$ cat config.mk
export PLATFORM = sky130hd
export DESIGN_NAME = csr_top
export DESIGN_NICKNAME = d
export VERILOG_FILES = /design/src/csr_pkg.sv /design/src/csr_top.sv
export SDC_FILE = /design/constraint.sdc
export NUM_CORES = 2
export LEC_CHECK = 0
export ABC_AREA = 1
export BUFFER_PORTS_ARGS = -buffer_cell sky130_fd_sc_hd__buf_2
export CAP_MARGIN = 20
export CORE_MARGIN = 2
export CORE_UTILIZATION = 37
export CTS_CLUSTER_SIZE = 10
export DETAILED_ROUTE_END_ITERATION = 16
export PLACE_DENSITY = 0.55
export SYNTH_ARGS = -nofsm -noshare
export SYNTH_HDL_FRONTEND = slang
export SYNTH_SLANG_ARGS = --single-unit
$ cat constraint.sdc
create_clock -name ref_clk_in -period 18.4 [get_ports ref_clk_in]
set_clock_uncertainty 0.05 [all_clocks]
set_input_delay 0.92 -clock ref_clk_in [delete_from_list [all_inputs] [get_ports ref_clk_in]]
set_output_delay 0.92 -clock ref_clk_in [all_outputs]
set_load 0.05 [all_outputs]
$ cat src/csr_pkg.sv
// constants and carriers for the clock synchronizer register bank
package csr_pkg;
  // ----------------------------------------
  // register offsets
  // ----------------------------------------
  localparam logic [6:0] A_IDENT     = 7'h00;
  localparam logic [6:0] A_PIN_OVR   = 7'h01;
  localparam logic [6:0] A_FAIL_EV   = 7'h02;
  localparam logic [6:0] A_LOOP_EV   = 7'h03;
  localparam logic [6:0] A_MON0      = 7'h05;
  localparam logic [6:0] A_MON1      = 7'h06;
  localparam logic [6:0] A_FAIL_GATE = 7'h09;
  localparam logic [6:0] A_LOOP_GATE = 7'h0A;
  localparam logic [6:0] A_MGATE0    = 7'h0C;
  localparam logic [6:0] A_MGATE1    = 7'h0D;
  localparam logic [6:0] A_FREQ0     = 7'h10;
  localparam logic [6:0] A_FREQ1     = 7'h11;
  localparam logic [6:0] A_FRAME0    = 7'h14;
  localparam logic [6:0] A_FRAME1    = 7'h15;
  localparam logic [6:0] A_RANGE0    = 7'h16;
  localparam logic [6:0] A_RANGE1    = 7'h17;
  localparam logic [6:0] A_SOAK_GATE = 7'h1A;
  localparam logic [6:0] A_SOAK_TIME = 7'h1C;
  localparam logic [6:0] A_FILTER    = 7'h1D;
  localparam logic [6:0] A_HOLDOVER  = 7'h1E;
  localparam logic [6:0] A_OPSEL     = 7'h1F;
  localparam logic [6:0] A_CHOICE    = 7'h20;
  localparam logic [6:0] A_SW_GATE   = 7'h21;
  localparam logic [6:0] A_RESTORE   = 7'h22;
  localparam logic [6:0] A_REVERT    = 7'h23;
  localparam logic [6:0] A_RANK0     = 7'h24;
  localparam logic [6:0] A_RANK1     = 7'h25;
  // ----------------------------------------
  // reset values
  // ----------------------------------------
  localparam logic [7:0]  R_ZERO     = 8'h00;
  localparam logic [7:0]  R_ONES     = 8'hFF;
  localparam logic [15:0] R_ONES16   = 16'hFFFF;
  localparam logic [7:0]  R_LOOP_EV  = 8'h70;
  localparam logic [7:0]  R_FRAME0   = 8'hEE;
  localparam logic [7:0]  R_FRAME1   = 8'h0E;
  localparam logic [7:0]  R_RANGE    = 8'h33;
  localparam logic [7:0]  R_SOAK_T   = 8'h1A;
  localparam logic [7:0]  R_SW_GATE  = 8'h3C;
  localparam logic [7:0]  R_RANK0    = 8'h10;
  localparam logic [7:0]  R_RANK1    = 8'h32;
  // ----------------------------------------
  // fields
  // ----------------------------------------
  localparam int          IDENT_RDY_BIT = 7;
  localparam int          OVR_MODE_BIT  = 0;
  localparam int          OVR_SEL_BIT   = 1;
  localparam logic [1:0]  MODE_MANUAL   = 2'h1;
  localparam int          NIB           = 4;
  // spi frame: command byte {read, addr[6:0]} then one data byte
  localparam int          CMD_LAST      = 7;
  localparam int          FRAME_LAST    = 15;
  localparam int          RD_LOAD_CNT   = 8;
  // pin sync vector {sclk, cs_n, mosi, mode, sel[1:0]}
  localparam logic [5:0]  PIN_RST       = 6'h10;
  // ----------------------------------------
  // monitor timing
  // ----------------------------------------
  localparam int CLK_PERIOD_NS  = 10;
  localparam int CFM_WINDOW_NS  = 30000;
  localparam int CFM_WINDOW_CYC = CFM_WINDOW_NS / CLK_PERIOD_NS;
  localparam int SCM_SHIFT      = 1;
  localparam int CFM_PCT        = 3;
  localparam int CFM_DEN        = 100;

  typedef enum logic [1:0] {
    CSR_IDLE = 2'b00,
    CSR_CMD  = 2'b01,
    CSR_DATA = 2'b10,
    CSR_DONE = 2'b11
  } csr_spi_t;

  typedef struct packed {
    logic [7:0] pin_ovr;
    logic [7:0] range0;
    logic [7:0] range1;
    logic [7:0] soak_gate;
    logic [7:0] soak_time;
    logic [7:0] filter;
    logic [7:0] holdover;
    logic [7:0] opsel;
    logic [7:0] sw_gate;
    logic [7:0] restore;
    logic [7:0] revert;
    logic [7:0] rank0;
    logic [7:0] rank1;
  } csr_cfg_t;

  typedef struct packed {
    logic [7:0] freq0;
    logic [7:0] freq1;
    logic [7:0] frame0;
    logic [7:0] frame1;
  } csr_found_t;
endpackage

$ cat src/csr_top.sv
// spi register bank and reference monitors of the clock synchronizer
// Notes on behaviour
// - host configures and reads every register through the spi serial port.
// - automatic or manual operation; manual lets the host pick the reference.
// - offset 00 reads identity code plus a reset-finished ready flag.
// - offset 01, reset zero, hands chosen functions to hardware pins.
// - failure event register read only, resets ones; mask resetting zero gates it.
// - loop event bits sticky, reset 70; mask resetting zero gates them.
// - two sticky monitor failure registers reset to ones: refs 0-1, ref 2.
// - two mask registers reset to ones mask each monitor failure indicator.
// - read-only detected frequency status per reference, resetting to ones.
// - read-only sync frequency and status, reset EE and 0E.
// - out-of-range limit registers reset 33 for refs 0-1 and ref 2.
// - soak timer input mask, reset ones, for all three references.
// - soak timer qualify and disqualify time register, resetting to 1A.
// - filter control holds slope limit, bandwidth and hitless enable.
// - holdover control holds update time, filter, offset and revert enables.
// - operating select register chooses the loop mode.
// - reference choice: host's pick when manual, current selection otherwise.
// - switching gate, reset 3C, picks failures driving switching and holdover.
// - restore wait register, resetting zero, before a failed reference returns.
// - per-reference revertive enables, resetting zero.
// - priority registers reset 10 for refs 0-1 and 32 for ref 2.
// - single-cycle failure when measured period deviates over half of nominal.
// - coarse failure when 30 us edge count changes over three percent.
`timescale 1ns/1ns
`default_nettype none
module csr_top #(
  parameter int         NREF     = 3,
  parameter logic [6:0] ID_CODE  = 7'h5C,  // arbitrary value
  parameter logic [7:0] R_FILTER = 8'h00,
  parameter logic [7:0] R_HOLD   = 8'h00,
  parameter logic [7:0] R_OPSEL  = 8'h00
) (
  input  wire logic                      ref_clk_in,
  input  wire logic                      rst_in,
  input  wire logic                      spi_sclk_in,
  input  wire logic                      spi_cs_n_in,
  input  wire logic                      spi_mosi_in,
  output var  logic                      spi_miso_out,
  output var  logic                      spi_miso_oe_out,
  input  wire logic                      pin_manual_in,
  input  wire logic [1:0]                pin_choice_in,
  input  wire logic [NREF-1:0]           ref_edge_in,
  input  wire logic [NREF-1:0][15:0]     ref_period_nom_in,
  input  wire logic [NREF-1:0]           pfm_fail_in,
  input  wire logic [NREF-1:0]           gst_fail_in,
  input  wire csr_pkg::csr_found_t       found_in,
  input  wire logic [7:0]                loop_evt_in,
  input  wire logic [1:0]                auto_choice_in,
  output var  csr_pkg::csr_cfg_t         cfg_out,
  output var  logic                      manual_mode_out,
  output var  logic [1:0]                ref_choice_out,
  output var  logic [2*NREF-1:0]         gst_feed_out,
  output var  logic [NREF-1:0]           switch_fail_out,
  output var  logic [NREF-1:0]           holdover_fail_out,
  output var  logic                      irq_out
);
  import csr_pkg::*;

  // ----------------------------------------
  // pin synchronisers
  // ----------------------------------------
  logic [5:0] s1_ff, s2_ff, s3_ff, flt_ff;
  logic       sclk_old_ff;
  wire  [5:0] pins_raw = {spi_sclk_in, spi_cs_n_in, spi_mosi_in, pin_manual_in, pin_choice_in};
  wire  [5:0] agree    = ~(s2_ff ^ s3_ff);

  always_ff @(posedge ref_clk_in or posedge rst_in) begin
    if (rst_in) begin
      s1_ff       <= PIN_RST;
      s2_ff       <= PIN_RST;
      s3_ff       <= PIN_RST;
      flt_ff      <= PIN_RST;
      sclk_old_ff <= 1'b0;
    end else begin
      s1_ff       <= pins_raw;
      s2_ff       <= s1_ff;
      s3_ff       <= s2_ff;
      // a change only counts once two stages agree
      flt_ff      <= (s3_ff & agree) | (flt_ff & ~agree);
      sclk_old_ff <= flt_ff[5];
    end
  end

  wire       sclk_f   = flt_ff[5];
  wire       cs_act   = ~flt_ff[4];
  wire       mosi_f   = flt_ff[3];
  wire       pin_man  = flt_ff[2];
  wire [1:0] pin_sel  = flt_ff[1:0];
  wire       sck_rise = sclk_f & ~sclk_old_ff;
  wire       sck_fall = ~sclk_f & sclk_old_ff;

  // ----------------------------------------
  // spi slave
  // ----------------------------------------
  csr_spi_t   st_ff;
  logic [3:0] cnt_ff;
  logic [6:0] sh_ff;
  logic [6:0] addr_ff;
  logic       rd_ff;
  logic [7:0] mo_ff;
  logic       oe_ff;
  logic [7:0] rdata;
  wire  [7:0] in_byte  = {sh_ff, mosi_f};
  wire        cmd_done = (st_ff == CSR_CMD) && sck_rise && (cnt_ff == 4'(CMD_LAST));
  wire        rd_load  = (st_ff == CSR_DATA) && sck_fall && rd_ff && (cnt_ff == 4'(RD_LOAD_CNT));
  wire        wr_stb   = (st_ff == CSR_DATA) && sck_rise && !rd_ff
                         && (cnt_ff == 4'(FRAME_LAST));
  wire        rd_clr   = rd_load;

  always_ff @(posedge ref_clk_in or posedge rst_in) begin
    if (rst_in) begin
      st_ff <= CSR_IDLE;
    end else if (!cs_act) begin
      st_ff <= CSR_IDLE;
    end else begin
      unique case (st_ff)
        CSR_IDLE: st_ff <= CSR_CMD;
        CSR_CMD:  if (cmd_done) st_ff <= CSR_DATA;
        CSR_DATA: if (sck_rise && cnt_ff == 4'(FRAME_LAST)) st_ff <= CSR_DONE;
        CSR_DONE: st_ff <= CSR_DONE;
      endcase
    end
  end

  always_ff @(posedge ref_clk_in or posedge rst_in) begin
    if (rst_in) begin
      cnt_ff  <= 4'h0;
      sh_ff   <= 7'h00;
      addr_ff <= 7'h00;
      rd_ff   <= 1'b0;
    end else if (st_ff == CSR_IDLE) begin
      cnt_ff <= 4'h0;
    end else if (sck_rise && st_ff != CSR_DONE) begin
      cnt_ff <= cnt_ff + 4'h1;
      sh_ff  <= in_byte[6:0];
      if (cmd_done) begin
        rd_ff   <= in_byte[7];
        addr_ff <= in_byte[6:0];
      end
    end
  end

  // miso changes on falling sclk so the host samples on rising
  always_ff @(posedge ref_clk_in or posedge rst_in) begin
    if (rst_in) begin
      mo_ff <= 8'h00;
      oe_ff <= 1'b0;
    end else begin
      oe_ff <= cs_act && rd_ff && (st_ff == CSR_DATA);
      if (rd_load) begin
        mo_ff <= rdata;
      end else if (sck_fall && st_ff == CSR_DATA) begin
        mo_ff <= {mo_ff[6:0], 1'b0};
      end
    end
  end
  assign spi_miso_out    = mo_ff[7];
  assign spi_miso_oe_out = oe_ff;

  // ----------------------------------------
  // control registers
  // ----------------------------------------
  csr_cfg_t   cfg_ff;
  logic [7:0] fgate_ff, lgate_ff, choice_ff;
  logic [15:0] mgate_ff;

  always_ff @(posedge ref_clk_in or posedge rst_in) begin
    if (rst_in) begin
      cfg_ff.pin_ovr   <= R_ZERO;
      cfg_ff.range0    <= R_RANGE;
      cfg_ff.range1    <= R_RANGE;
      cfg_ff.soak_gate <= R_ONES;
      cfg_ff.soak_time <= R_SOAK_T;
      cfg_ff.filter    <= R_FILTER;
      cfg_ff.holdover  <= R_HOLD;
      cfg_ff.opsel     <= R_OPSEL;
      cfg_ff.sw_gate   <= R_SW_GATE;
      cfg_ff.restore   <= R_ZERO;
      cfg_ff.revert    <= R_ZERO;
      cfg_ff.rank0     <= R_RANK0;
      cfg_ff.rank1     <= R_RANK1;
      fgate_ff         <= R_ZERO;
      lgate_ff         <= R_ZERO;
      mgate_ff         <= R_ONES16;
      choice_ff        <= R_ZERO;
    end else if (wr_stb) begin
      case (addr_ff)
        A_PIN_OVR:   cfg_ff.pin_ovr   <= in_byte;
        A_RANGE0:    cfg_ff.range0    <= in_byte;
        A_RANGE1:    cfg_ff.range1    <= in_byte;
        A_SOAK_GATE: cfg_ff.soak_gate <= in_byte;
        A_SOAK_TIME: cfg_ff.soak_time <= in_byte;
        A_FILTER:    cfg_ff.filter    <= in_byte;
        A_HOLDOVER:  cfg_ff.holdover  <= in_byte;
        A_OPSEL:     cfg_ff.opsel     <= in_byte;
        A_SW_GATE:   cfg_ff.sw_gate   <= in_byte;
        A_RESTORE:   cfg_ff.restore   <= in_byte;
        A_REVERT:    cfg_ff.revert    <= in_byte;
        A_RANK0:     cfg_ff.rank0     <= in_byte;
        A_RANK1:     cfg_ff.rank1     <= in_byte;
        A_FAIL_GATE: fgate_ff         <= in_byte;
        A_LOOP_GATE: lgate_ff         <= in_byte;
        A_MGATE0:    mgate_ff[7:0]    <= in_byte;
        A_MGATE1:    mgate_ff[15:8]   <= in_byte;
        A_CHOICE:    choice_ff        <= in_byte;
        default:     cfg_ff.pin_ovr   <= cfg_ff.pin_ovr;
      endcase
    end
  end
  assign cfg_out = cfg_ff;

  // ----------------------------------------
  // reference monitors
  // ----------------------------------------
  logic [11:0]       win_ff;
  logic [NREF-1:0]   scm_ff, cfm_ff;
  wire               win_end = (win_ff == 12'(CFM_WINDOW_CYC - 1));

  always_ff @(posedge ref_clk_in or posedge rst_in) begin
    if (rst_in) begin
      win_ff <= 12'h000;
    end else begin
      win_ff <= win_end ? 12'h000 : win_ff + 12'h001;
    end
  end

  genvar gi;
  generate
    for (gi = 0; gi < NREF; gi++) begin : g_mon
      logic [15:0] per_ff, ecnt_ff, prev_ff;
      wire  [16:0] nom   = {1'b0, ref_period_nom_in[gi]};
      wire  [16:0] half  = nom >> SCM_SHIFT;
      wire  [16:0] per   = {1'b0, per_ff};
      wire  [16:0] dev   = (per > nom) ? per - nom : nom - per;
      wire  [15:0] dcnt  = (ecnt_ff > prev_ff) ? ecnt_ff - prev_ff : prev_ff - ecnt_ff;
      wire  [23:0] lhs   = 24'(dcnt) * 24'(CFM_DEN);
      wire  [23:0] rhs   = 24'(prev_ff) * 24'(CFM_PCT);

      always_ff @(posedge ref_clk_in or posedge rst_in) begin
        if (rst_in) begin
          per_ff     <= 16'h0000;
          scm_ff[gi] <= 1'b0;
        end else if (ref_edge_in[gi]) begin
          per_ff     <= 16'h0001;
          scm_ff[gi] <= dev > half;
        end else begin
          per_ff <= (per_ff == 16'hFFFF) ? per_ff : per_ff + 16'h0001;
          // a missing edge shows as an overlong period
          if (per > nom + half) scm_ff[gi] <= 1'b1;
        end
      end

      always_ff @(posedge ref_clk_in or posedge rst_in) begin
        if (rst_in) begin
          ecnt_ff    <= 16'h0000;
          prev_ff    <= 16'h0000;
          cfm_ff[gi] <= 1'b0;
        end else if (win_end) begin
          ecnt_ff    <= 16'(ref_edge_in[gi]);
          prev_ff    <= ecnt_ff;
          // window-to-window change check
          // first window after reset has no earlier count to compare
          cfm_ff[gi] <= (prev_ff != 16'h0000) && (lhs > rhs);
        end else if (ref_edge_in[gi]) begin
          ecnt_ff <= ecnt_ff + 16'h0001;
        end
      end
    end
  endgenerate

  // ----------------------------------------
  // failure routing
  // ----------------------------------------
  logic [15:0]     fvec;
  logic [7:0]      fail_ev_ff;
  logic [15:0]     mon_ff;
  logic [2*NREF-1:0] gst_ff;
  logic [NREF-1:0] sw_ff, ho_ff;

  always_comb begin
    fvec = 16'h0000;
    for (int i = 0; i < NREF; i++) begin
      fvec[NIB*i +: NIB] = {gst_fail_in[i], pfm_fail_in[i], cfm_ff[i], scm_ff[i]};
    end
  end

  always_ff @(posedge ref_clk_in or posedge rst_in) begin
    if (rst_in) begin
      fail_ev_ff <= R_ONES;
      mon_ff     <= R_ONES16;
      gst_ff     <= '0;
      sw_ff      <= '0;
      ho_ff      <= '0;
    end else begin
      mon_ff[7:0]  <= ((rd_clr && addr_ff == A_MON0) ? R_ZERO : mon_ff[7:0]) | fvec[7:0];
      mon_ff[15:8] <= ((rd_clr && addr_ff == A_MON1) ? R_ZERO : mon_ff[15:8]) | fvec[15:8];
      for (int i = 0; i < NREF; i++) begin
        fail_ev_ff[i] <= |(fvec[NIB*i +: NIB] & ~mgate_ff[NIB*i +: NIB]);
        gst_ff[2*i +: 2] <= {cfm_ff[i], scm_ff[i]} & ~cfg_ff.soak_gate[2*i +: 2];
        sw_ff[i] <= |(fvec[NIB*i +: NIB] & cfg_ff.sw_gate[3:0]);
        ho_ff[i] <= |(fvec[NIB*i +: NIB] & cfg_ff.sw_gate[7:4]);
      end
      for (int i = NREF; i < 8; i++) begin
        fail_ev_ff[i] <= 1'b0;
      end
    end
  end
  assign gst_feed_out      = gst_ff;
  assign switch_fail_out   = sw_ff;
  assign holdover_fail_out = ho_ff;

  // ----------------------------------------
  // loop events, status and interrupt
  // ----------------------------------------
  logic [7:0] loop_ev_ff;
  logic       rdy_ff, irq_ff, man_ff;
  logic [1:0] sel_ff;
  csr_found_t found_ff;
  wire        manual = cfg_ff.pin_ovr[OVR_MODE_BIT] ? pin_man
                                                    : (cfg_ff.opsel[1:0] == MODE_MANUAL);

  always_ff @(posedge ref_clk_in or posedge rst_in) begin
    if (rst_in) begin
      loop_ev_ff <= R_LOOP_EV;
      rdy_ff     <= 1'b0;
      irq_ff     <= 1'b0;
      man_ff     <= 1'b0;
      sel_ff     <= 2'h0;
      found_ff   <= {R_ONES, R_ONES, R_FRAME0, R_FRAME1};
    end else begin
      loop_ev_ff <= ((rd_clr && addr_ff == A_LOOP_EV) ? R_ZERO : loop_ev_ff) | loop_evt_in;
      rdy_ff     <= 1'b1;
      irq_ff     <= |(fail_ev_ff & fgate_ff) | |(loop_ev_ff & lgate_ff);
      man_ff     <= manual;
      sel_ff     <= !manual ? auto_choice_in
                  : cfg_ff.pin_ovr[OVR_SEL_BIT] ? pin_sel : choice_ff[1:0];
      found_ff   <= found_in;
    end
  end
  assign irq_out         = irq_ff;
  assign manual_mode_out = man_ff;
  assign ref_choice_out  = sel_ff;

  // ----------------------------------------
  // read mux
  // ----------------------------------------
  always_comb begin
    rdata = R_ZERO;
    case (addr_ff)
      A_IDENT:     rdata = {rdy_ff, ID_CODE};
      A_PIN_OVR:   rdata = cfg_ff.pin_ovr;
      A_FAIL_EV:   rdata = fail_ev_ff;
      A_LOOP_EV:   rdata = loop_ev_ff;
      A_MON0:      rdata = mon_ff[7:0];
      A_MON1:      rdata = mon_ff[15:8];
      A_FAIL_GATE: rdata = fgate_ff;
      A_LOOP_GATE: rdata = lgate_ff;
      A_MGATE0:    rdata = mgate_ff[7:0];
      A_MGATE1:    rdata = mgate_ff[15:8];
      A_FREQ0:     rdata = found_ff.freq0;
      A_FREQ1:     rdata = found_ff.freq1;
      A_FRAME0:    rdata = found_ff.frame0;
      A_FRAME1:    rdata = found_ff.frame1;
      A_RANGE0:    rdata = cfg_ff.range0;
      A_RANGE1:    rdata = cfg_ff.range1;
      A_SOAK_GATE: rdata = cfg_ff.soak_gate;
      A_SOAK_TIME: rdata = cfg_ff.soak_time;
      A_FILTER:    rdata = cfg_ff.filter;
      A_HOLDOVER:  rdata = cfg_ff.holdover;
      A_OPSEL:     rdata = cfg_ff.opsel;
      A_CHOICE:    rdata = man_ff ? choice_ff : {6'h00, sel_ff};
      A_SW_GATE:   rdata = cfg_ff.sw_gate;
      A_RESTORE:   rdata = cfg_ff.restore;
      A_REVERT:    rdata = cfg_ff.revert;
      A_RANK0:     rdata = cfg_ff.rank0;
      A_RANK1:     rdata = cfg_ff.rank1;
      default:     rdata = R_ZERO;
    endcase
  end
endmodule
`default_nettype wire

# After elaboration in Yosys (flattened, before gate mapping)

Index checks and enable logic that the tools add are counted.

Flip-flop bits (word level): 442
Output and inout port bits: 122

Add/sub/neg operators: 23
Multipliers: 6
Order comparisons: 15
Equality and inequality tests: 43
Multiplexer cells: 41
Bitwise gates (word level): 36
Reduce and logical (&&, ||, !) cells: 64

Operators with widths:

| operator                | number |
|---|---|
| $mux W16                | 15 |
| $pmux W8 S27            | 1 |
| $sub A16 B16 Y17        | 6 |
| $add A16 B1 Y16 const B | 6 |
| $gt A16 B16 Y1          | 6 |
| $sub A16 B16 Y16        | 6 |
| $eq A7 B5 Y1 const B    | 11 |
| $gt A23 B18 Y1          | 3 |
| $mul A16 B5 Y21 const B | 3 |
| $mul A16 B2 Y18 const B | 3 |
| $add A16 B15 Y17        | 3 |
| $gt A16 B17 Y1          | 3 |
| $gt A17 B15 Y1          | 3 |
| $mux W17                | 3 |
| $eq A16 B16 Y1 const B  | 3 |
| $mux W8                 | 6 |
| $reduce_bool A16 Y1     | 3 |
| $eq A7 B6 Y1 const B    | 6 |
| $reduce_and A2 Y1       | 20 |
| $and A4 B4 Y4           | 9 |
| $reduce_or A4 Y1        | 9 |
| $eq A7 B4 Y1 const B    | 4 |
| $logic_and A1 B1 Y1     | 18 |
| $and A8 B8 Y8           | 2 |
| other kinds (36)        | 76 |

# Depth between registers and ports, before layout

Depth after elaboration: 8
Gate-level depth with buffers: 41
Gate-level depth less buffers: 40

# Worst setup path after synthesis

Ideal clock, no wire load.

Path kind: reg2reg
Start point: register g_mon[0].ecnt_ff[0]
End point: register cfm_ff[0]
Setup time: 0.116 ns
Arrival: 5.291 ns
Required time: 18.234 ns
Slack: 12.943 ns
Cell stages (with the launch flop): 37
Buffers on the path: 1
Clock period less this slack: 5.457 ns
Cell sequence: dfrtp_1 -> inv_1 -> ha_1 -> inv_1 -> fa_1 -> nand3_1 -> nand3_1 -> nand2_1 -> nand2_1 -> nand2_1 -> nand2_1 -> nand2_2 -> inv_2 -> buf_6 -> o21ai_2 -> xor2_1 -> inv_1 -> ha_1 -> ha_1 -> inv_1 -> fa_1 -> inv_1 -> ha_1 -> nand2_1 -> inv_1 -> a21oi_1 -> nand2_1 -> xor2_1 -> ha_1 -> nand2_1 -> nor2_1 -> a2111oi_0 -> nor2_1 -> nor2_1 -> nand2_1 -> nand2_1 -> nand2_1

Cells in the longest elaborated chain, start to end: 5
Elaborated cells between the ends (all ways): 7
Classes of those cells: add/sub (2); mul (1); order compare (2); mux (1); reduce/logical (1)

Ends and longest elaborated chain:

| element                                            | RTL line       | source |
|---|---|---|
| from (decl)                                        | csr_top.sv:232 | `logic [15:0] per_ff, ecnt_ff, prev_ff;` |
| from (signal assigned)                             | csr_top.sv:261 | `ecnt_ff <= 16'(ref_edge_in[gi]);` |
| from (signal assigned)                             | csr_top.sv:267 | `ecnt_ff <= ecnt_ff + 16'h0001;` |
| $sub A16 B16 Y16 or $gt A16 B16 Y1 (tied branches) | csr_top.sv:237 | `wire [15:0] dcnt = (ecnt_ff > prev_ff) ? ecnt_ff - prev_ff : prev_ff - ecnt_ff;` |
| $mux W16 (*)                                       | csr_top.sv:237 |  |
| $mul A16 B5 Y21 (*)                                | csr_top.sv:238 | `wire [23:0] lhs = 24'(dcnt) * 24'(CFM_DEN);` |
| $gt A23 B18 Y1 (*)                                 | csr_top.sv:265 | `cfm_ff[gi] <= (prev_ff != 16'h0000) && (lhs > rhs);` |
| $logic_and A1 B1 Y1 (*)                            | csr_top.sv:265 |  |
| to (signal, indexed assignment)                    | csr_top.sv:265 |  |
| to (decl)                                          | csr_top.sv:218 | `logic [NREF-1:0] scm_ff, cfm_ff;` |

Every way passes the cells marked *; elsewhere a longest branch is shown, timed or not.
A chain may end at the register's enable or synchronous reset.

# Worst setup path in the final report

Start point: register g_mon[2].ecnt_ff[0]
End point: register cfm_ff[2]

Cells in the longest elaborated chain, start to end: 5
Elaborated cells between the ends (all ways): 7
Classes of those cells: add/sub (2); mul (1); order compare (2); mux (1); reduce/logical (1)

Ends and longest elaborated chain:

| element                                            | RTL line |
|---|---|
| from (decl)                                        | csr_top.sv:232 |
| from (signal assigned)                             | csr_top.sv:261 |
| from (signal assigned)                             | csr_top.sv:267 |
| $sub A16 B16 Y16 or $gt A16 B16 Y1 (tied branches) | csr_top.sv:237 |
| $mux W16 (*)                                       | csr_top.sv:237 |
| $mul A16 B5 Y21 (*)                                | csr_top.sv:238 |
| $gt A23 B18 Y1 (*)                                 | csr_top.sv:265 |
| $logic_and A1 B1 Y1 (*)                            | csr_top.sv:265 |

Marked as above.

==> results.json <==
{
  "synth_compound_area_share_pct": 15.1,
  "drt_iter0_markers": 2562,
  "core_area_sq_mm": 0.112,
  "drive_above_1_share_pct": 8.07,
  "final_nets": 6786,
  "cpMaxStageDelayCell": "fa_1",
  "setup_viol_count_final": 0,
  "worst_setup_path_end_kind": "flip-flop",
  "cts_buffer_depth": 3,
  "cts_hold_buf": 0,
  "whs_path_depth": 0,
  "via_per_inst": 5.10,
  "h-tree-depth": 2,
  "insertion_delay_ns": 0.65,
  "drc": 0,
  "cts_tree": "built",
  "cts.clk_slew.worst_paths_ns": 0.06,
  "gp_congestion": 0.950,
  "yosys.area_share.simple_pct": 23.2,
  "synth_top_family_by_area": "simple AND/OR/NAND/NOR gates",
  "synthTopCellsByArea": "dfrtp_1 (21%), ha_1 (18%), nand2_1 (13%)",
  "wl_per_cell_um": 17.4,
  "route.final.wire_length_um": 132000,
  "grt_pass1_wl_um": 208000,
  "yosysMostFrequentCell": "nand2_1",
  "yosysTopAreaCell": "dfrtp_1",
  "yosysWarnings": 0,
  "worstMarginPinSlew_ns": 1.06,
  "port_buffers": 228,
  "hold_viol_final": 0,
  "synth_edf_count": 0,
  "synthesis.nets": 6584,
  "start_kind": "flip-flop",
  "cts-root-buf": "clkbuf_16",
  "grt_pass1_vias": 37700,
  "status": "complete, no violations",
  "syn_area_sq_mm": 0.0417,
  "area_growth_pct": 10.4,
  "reg2reg_depth": 38,
  "yosys_most_used_dff": "dfrtp_1",
  "post_cts_buffers": 0,
  "synth_cell_types": 63,
  "dieArea_sq_mm": 0.115,
  "die_y_um": 340,
  "fin_area_sq_mm": 0.0461,
  "dp_slack_ns": 11.78,
  "drv_cap": 0,
  "synth_xor_area_share_pct": 4.60,
  "ant_nets": 0,
  "start_util_pct": 37.2,
  "placed_cell_area_sq_mm": 0.0444,
  "drv_slew": 0,
  "rsz0062_at_grt": "false",
  "yosys-top-cells-count": "nand2_1 (1,425), inv_1 (937), ha_1 (615), o21ai_0 (447), a21oi_1 (403)",
  "io_pins": 229,
  "fp.dieW_um": 340,
  "dp_hpwl_um": 107000,
  "postSynthCellCount": 5811,
  "period_needed_ns": 6.54,
  "cp_common_cell": "nand2_1",
  "synthArstFlopShare_pct": 100,
  "critPathMaxFanout": 16,
  "dr.pass1.iters": 6,
  "ys_ff_latch": 435,
  "ctsResizeCount": 0,
  "numCtsBuffers": 54,
  "antenna_found_initial": 8,
  "synth_mux_area_share_pct": 0.0240,
  "required_ns": 18.86,
  "synthAdderAreaFrac_pct": 21.0,
  "syn_area_per_cell_sq_um": 7.18,
  "cp.arrival_ns": 7.00,
  "timing.final.crit_share_pct": 35.6,
  "ys_seq_area_share_pct": 26.4,
  "relSlewSlack_pct": 29.6,
  "row_count": 123,
  "tns_ns": 0,
  "worstSetupPathType": "reg -> reg",
  "grt_max_degree": 97,
  "fin_ws_ns": 11.86,
  "numClockSinks": 435,
  "grt_usage_pct": 22.4,
  "min_path_type": "reg -> reg",
  "max_freq_mhz": 153,
  "grt-ovfl-total": 0,
  "synth_top_area_share_pct": 20.6,
  "via_count": 38600,
  "slowest_delay_ns": 0.53
}
[through the flow]
stage	hold slack [ns]	cells	utilization, %
detailed placement	0.291	7457	39.5
finish	0.301	7565	41.1
floorplan	0.281	5811	-
global placement	0.283	7457	39.5
CTS	0.297	7557	41.0
global route	0.308	7560	41.1
[cells in the final DEF, fill, tap and decap left out, types with 22 or more instances in the layout]
cell type / synthesis / final
a21o_1: 24 / 24
fa_1: 51 / 51
o2111ai_1: 23 / 23
dfstp_2: 92 / 92
nand2_2: 24 / 24
o21bai_1: 31 / 31
o21ai_1: 24 / 24
a211oi_1: 22 / 22
a31oi_1: 41 / 41
nand4_1: 66 / 66
xnor2_1: 63 / 63
dfrtp_1: 343 / 343
clkbuf_16: 0 / 54
xor2_1: 156 / 156
nand2_1: 1425 / 1425
buf_2: 24 / 228
clkbuf_1: 47 / 29
nor3_1: 102 / 102
o21ai_0: 447 / 447
a21oi_1: 403 / 403
inv_1: 937 / 936
nand3_1: 259 / 258
nor2_1: 354 / 354
ha_1: 615 / 615
[cell type report]
cell class / count / area (sq um)
multi-input cells: 4334 / 26700
repair buffers: 235 / 1190
clock buffers: 89 / 1540
fillers: 12000 / 66100
well taps: 1500 / 1880
inverters: 953 / 3590
flip-flops and latches: 435 / 11000
clock inverters: 11 / 141
diodes: 8 / 20.0
[registers in the layout (all words and copies together), names as in the netlist, 6 cells and up, named ones only]
signal and count:
choice_ff 8, g_mon.prev_ff 48, s1_ff 6, mgate_ff 16, sh_ff 7, s2_ff 6
loop_ev_ff 8, g_mon.per_ff 48, mon_ff 13, g_mon.ecnt_ff 48, fgate_ff 8, mo_ff 8
lgate_ff 8, s3_ff 6, addr_ff 7, found_ff 32, cfg_out 104, gst_feed_out 6
win_ff 12
[cell families (layout without fill, tap and decap cells)]
group | Yosys count | in the layout
flops | 435 | 435
other cells | 2 | 10
simple gates | 2312 | 2312
xor+xnor | 219 | 219
mux | 1 | 1
buf+inv | 1042 | 1288
compound gates | 1128 | 1128
fa+ha+maj | 672 | 672
[path summary, 6_finish.rpt]
kind / to / startpoint / slack, ns
max: cfm_ff[2] / g_mon[2].ecnt_ff[0] / 11.86
min: s2_ff[5] / s1_ff[5] / 0.30
max reg2reg: cfm_ff[2] / g_mon[2].ecnt_ff[0] / 11.86
min reg2reg: s2_ff[5] / s1_ff[5] / 0.30
max in group asynchronous: g_mon[0].per_ff[1] / rst_in / 15.65
min in group asynchronous: found_ff[12] / rst_in / 0.35
[per-layer routing]
| metal | share of wire, % | up-vias | GRT usage [%] |
|---|---|---|---|
| met1 | 46 | 18100 | 30.8 |
| met3 | 5.4 | 189 | 2.95 |
| met2 | 45 | 922 | 36.6 |
| li1 | - | 19400 | - |
| met4 | 3.0 | 2 | 6.35 |
| met5 | 0.0053 | - | 0 |
[worst max-delay path: cells and delay by family, from the launching register on]
family / cells / cell delay [ns]
flip-flops: 1 / 0.44
AO/OA/AOI/OAI: 1 / 0.26
buffers and inverters: 8 / 0.62
XOR/XNOR: 2 / 0.52
adder cells (fa/ha/maj): 7 / 2.39
AND/OR/NAND/NOR: 20 / 2.11
Power is not shown: default switching activity piles up to over one toggle a cycle in this logic, so the estimate is an artifact.
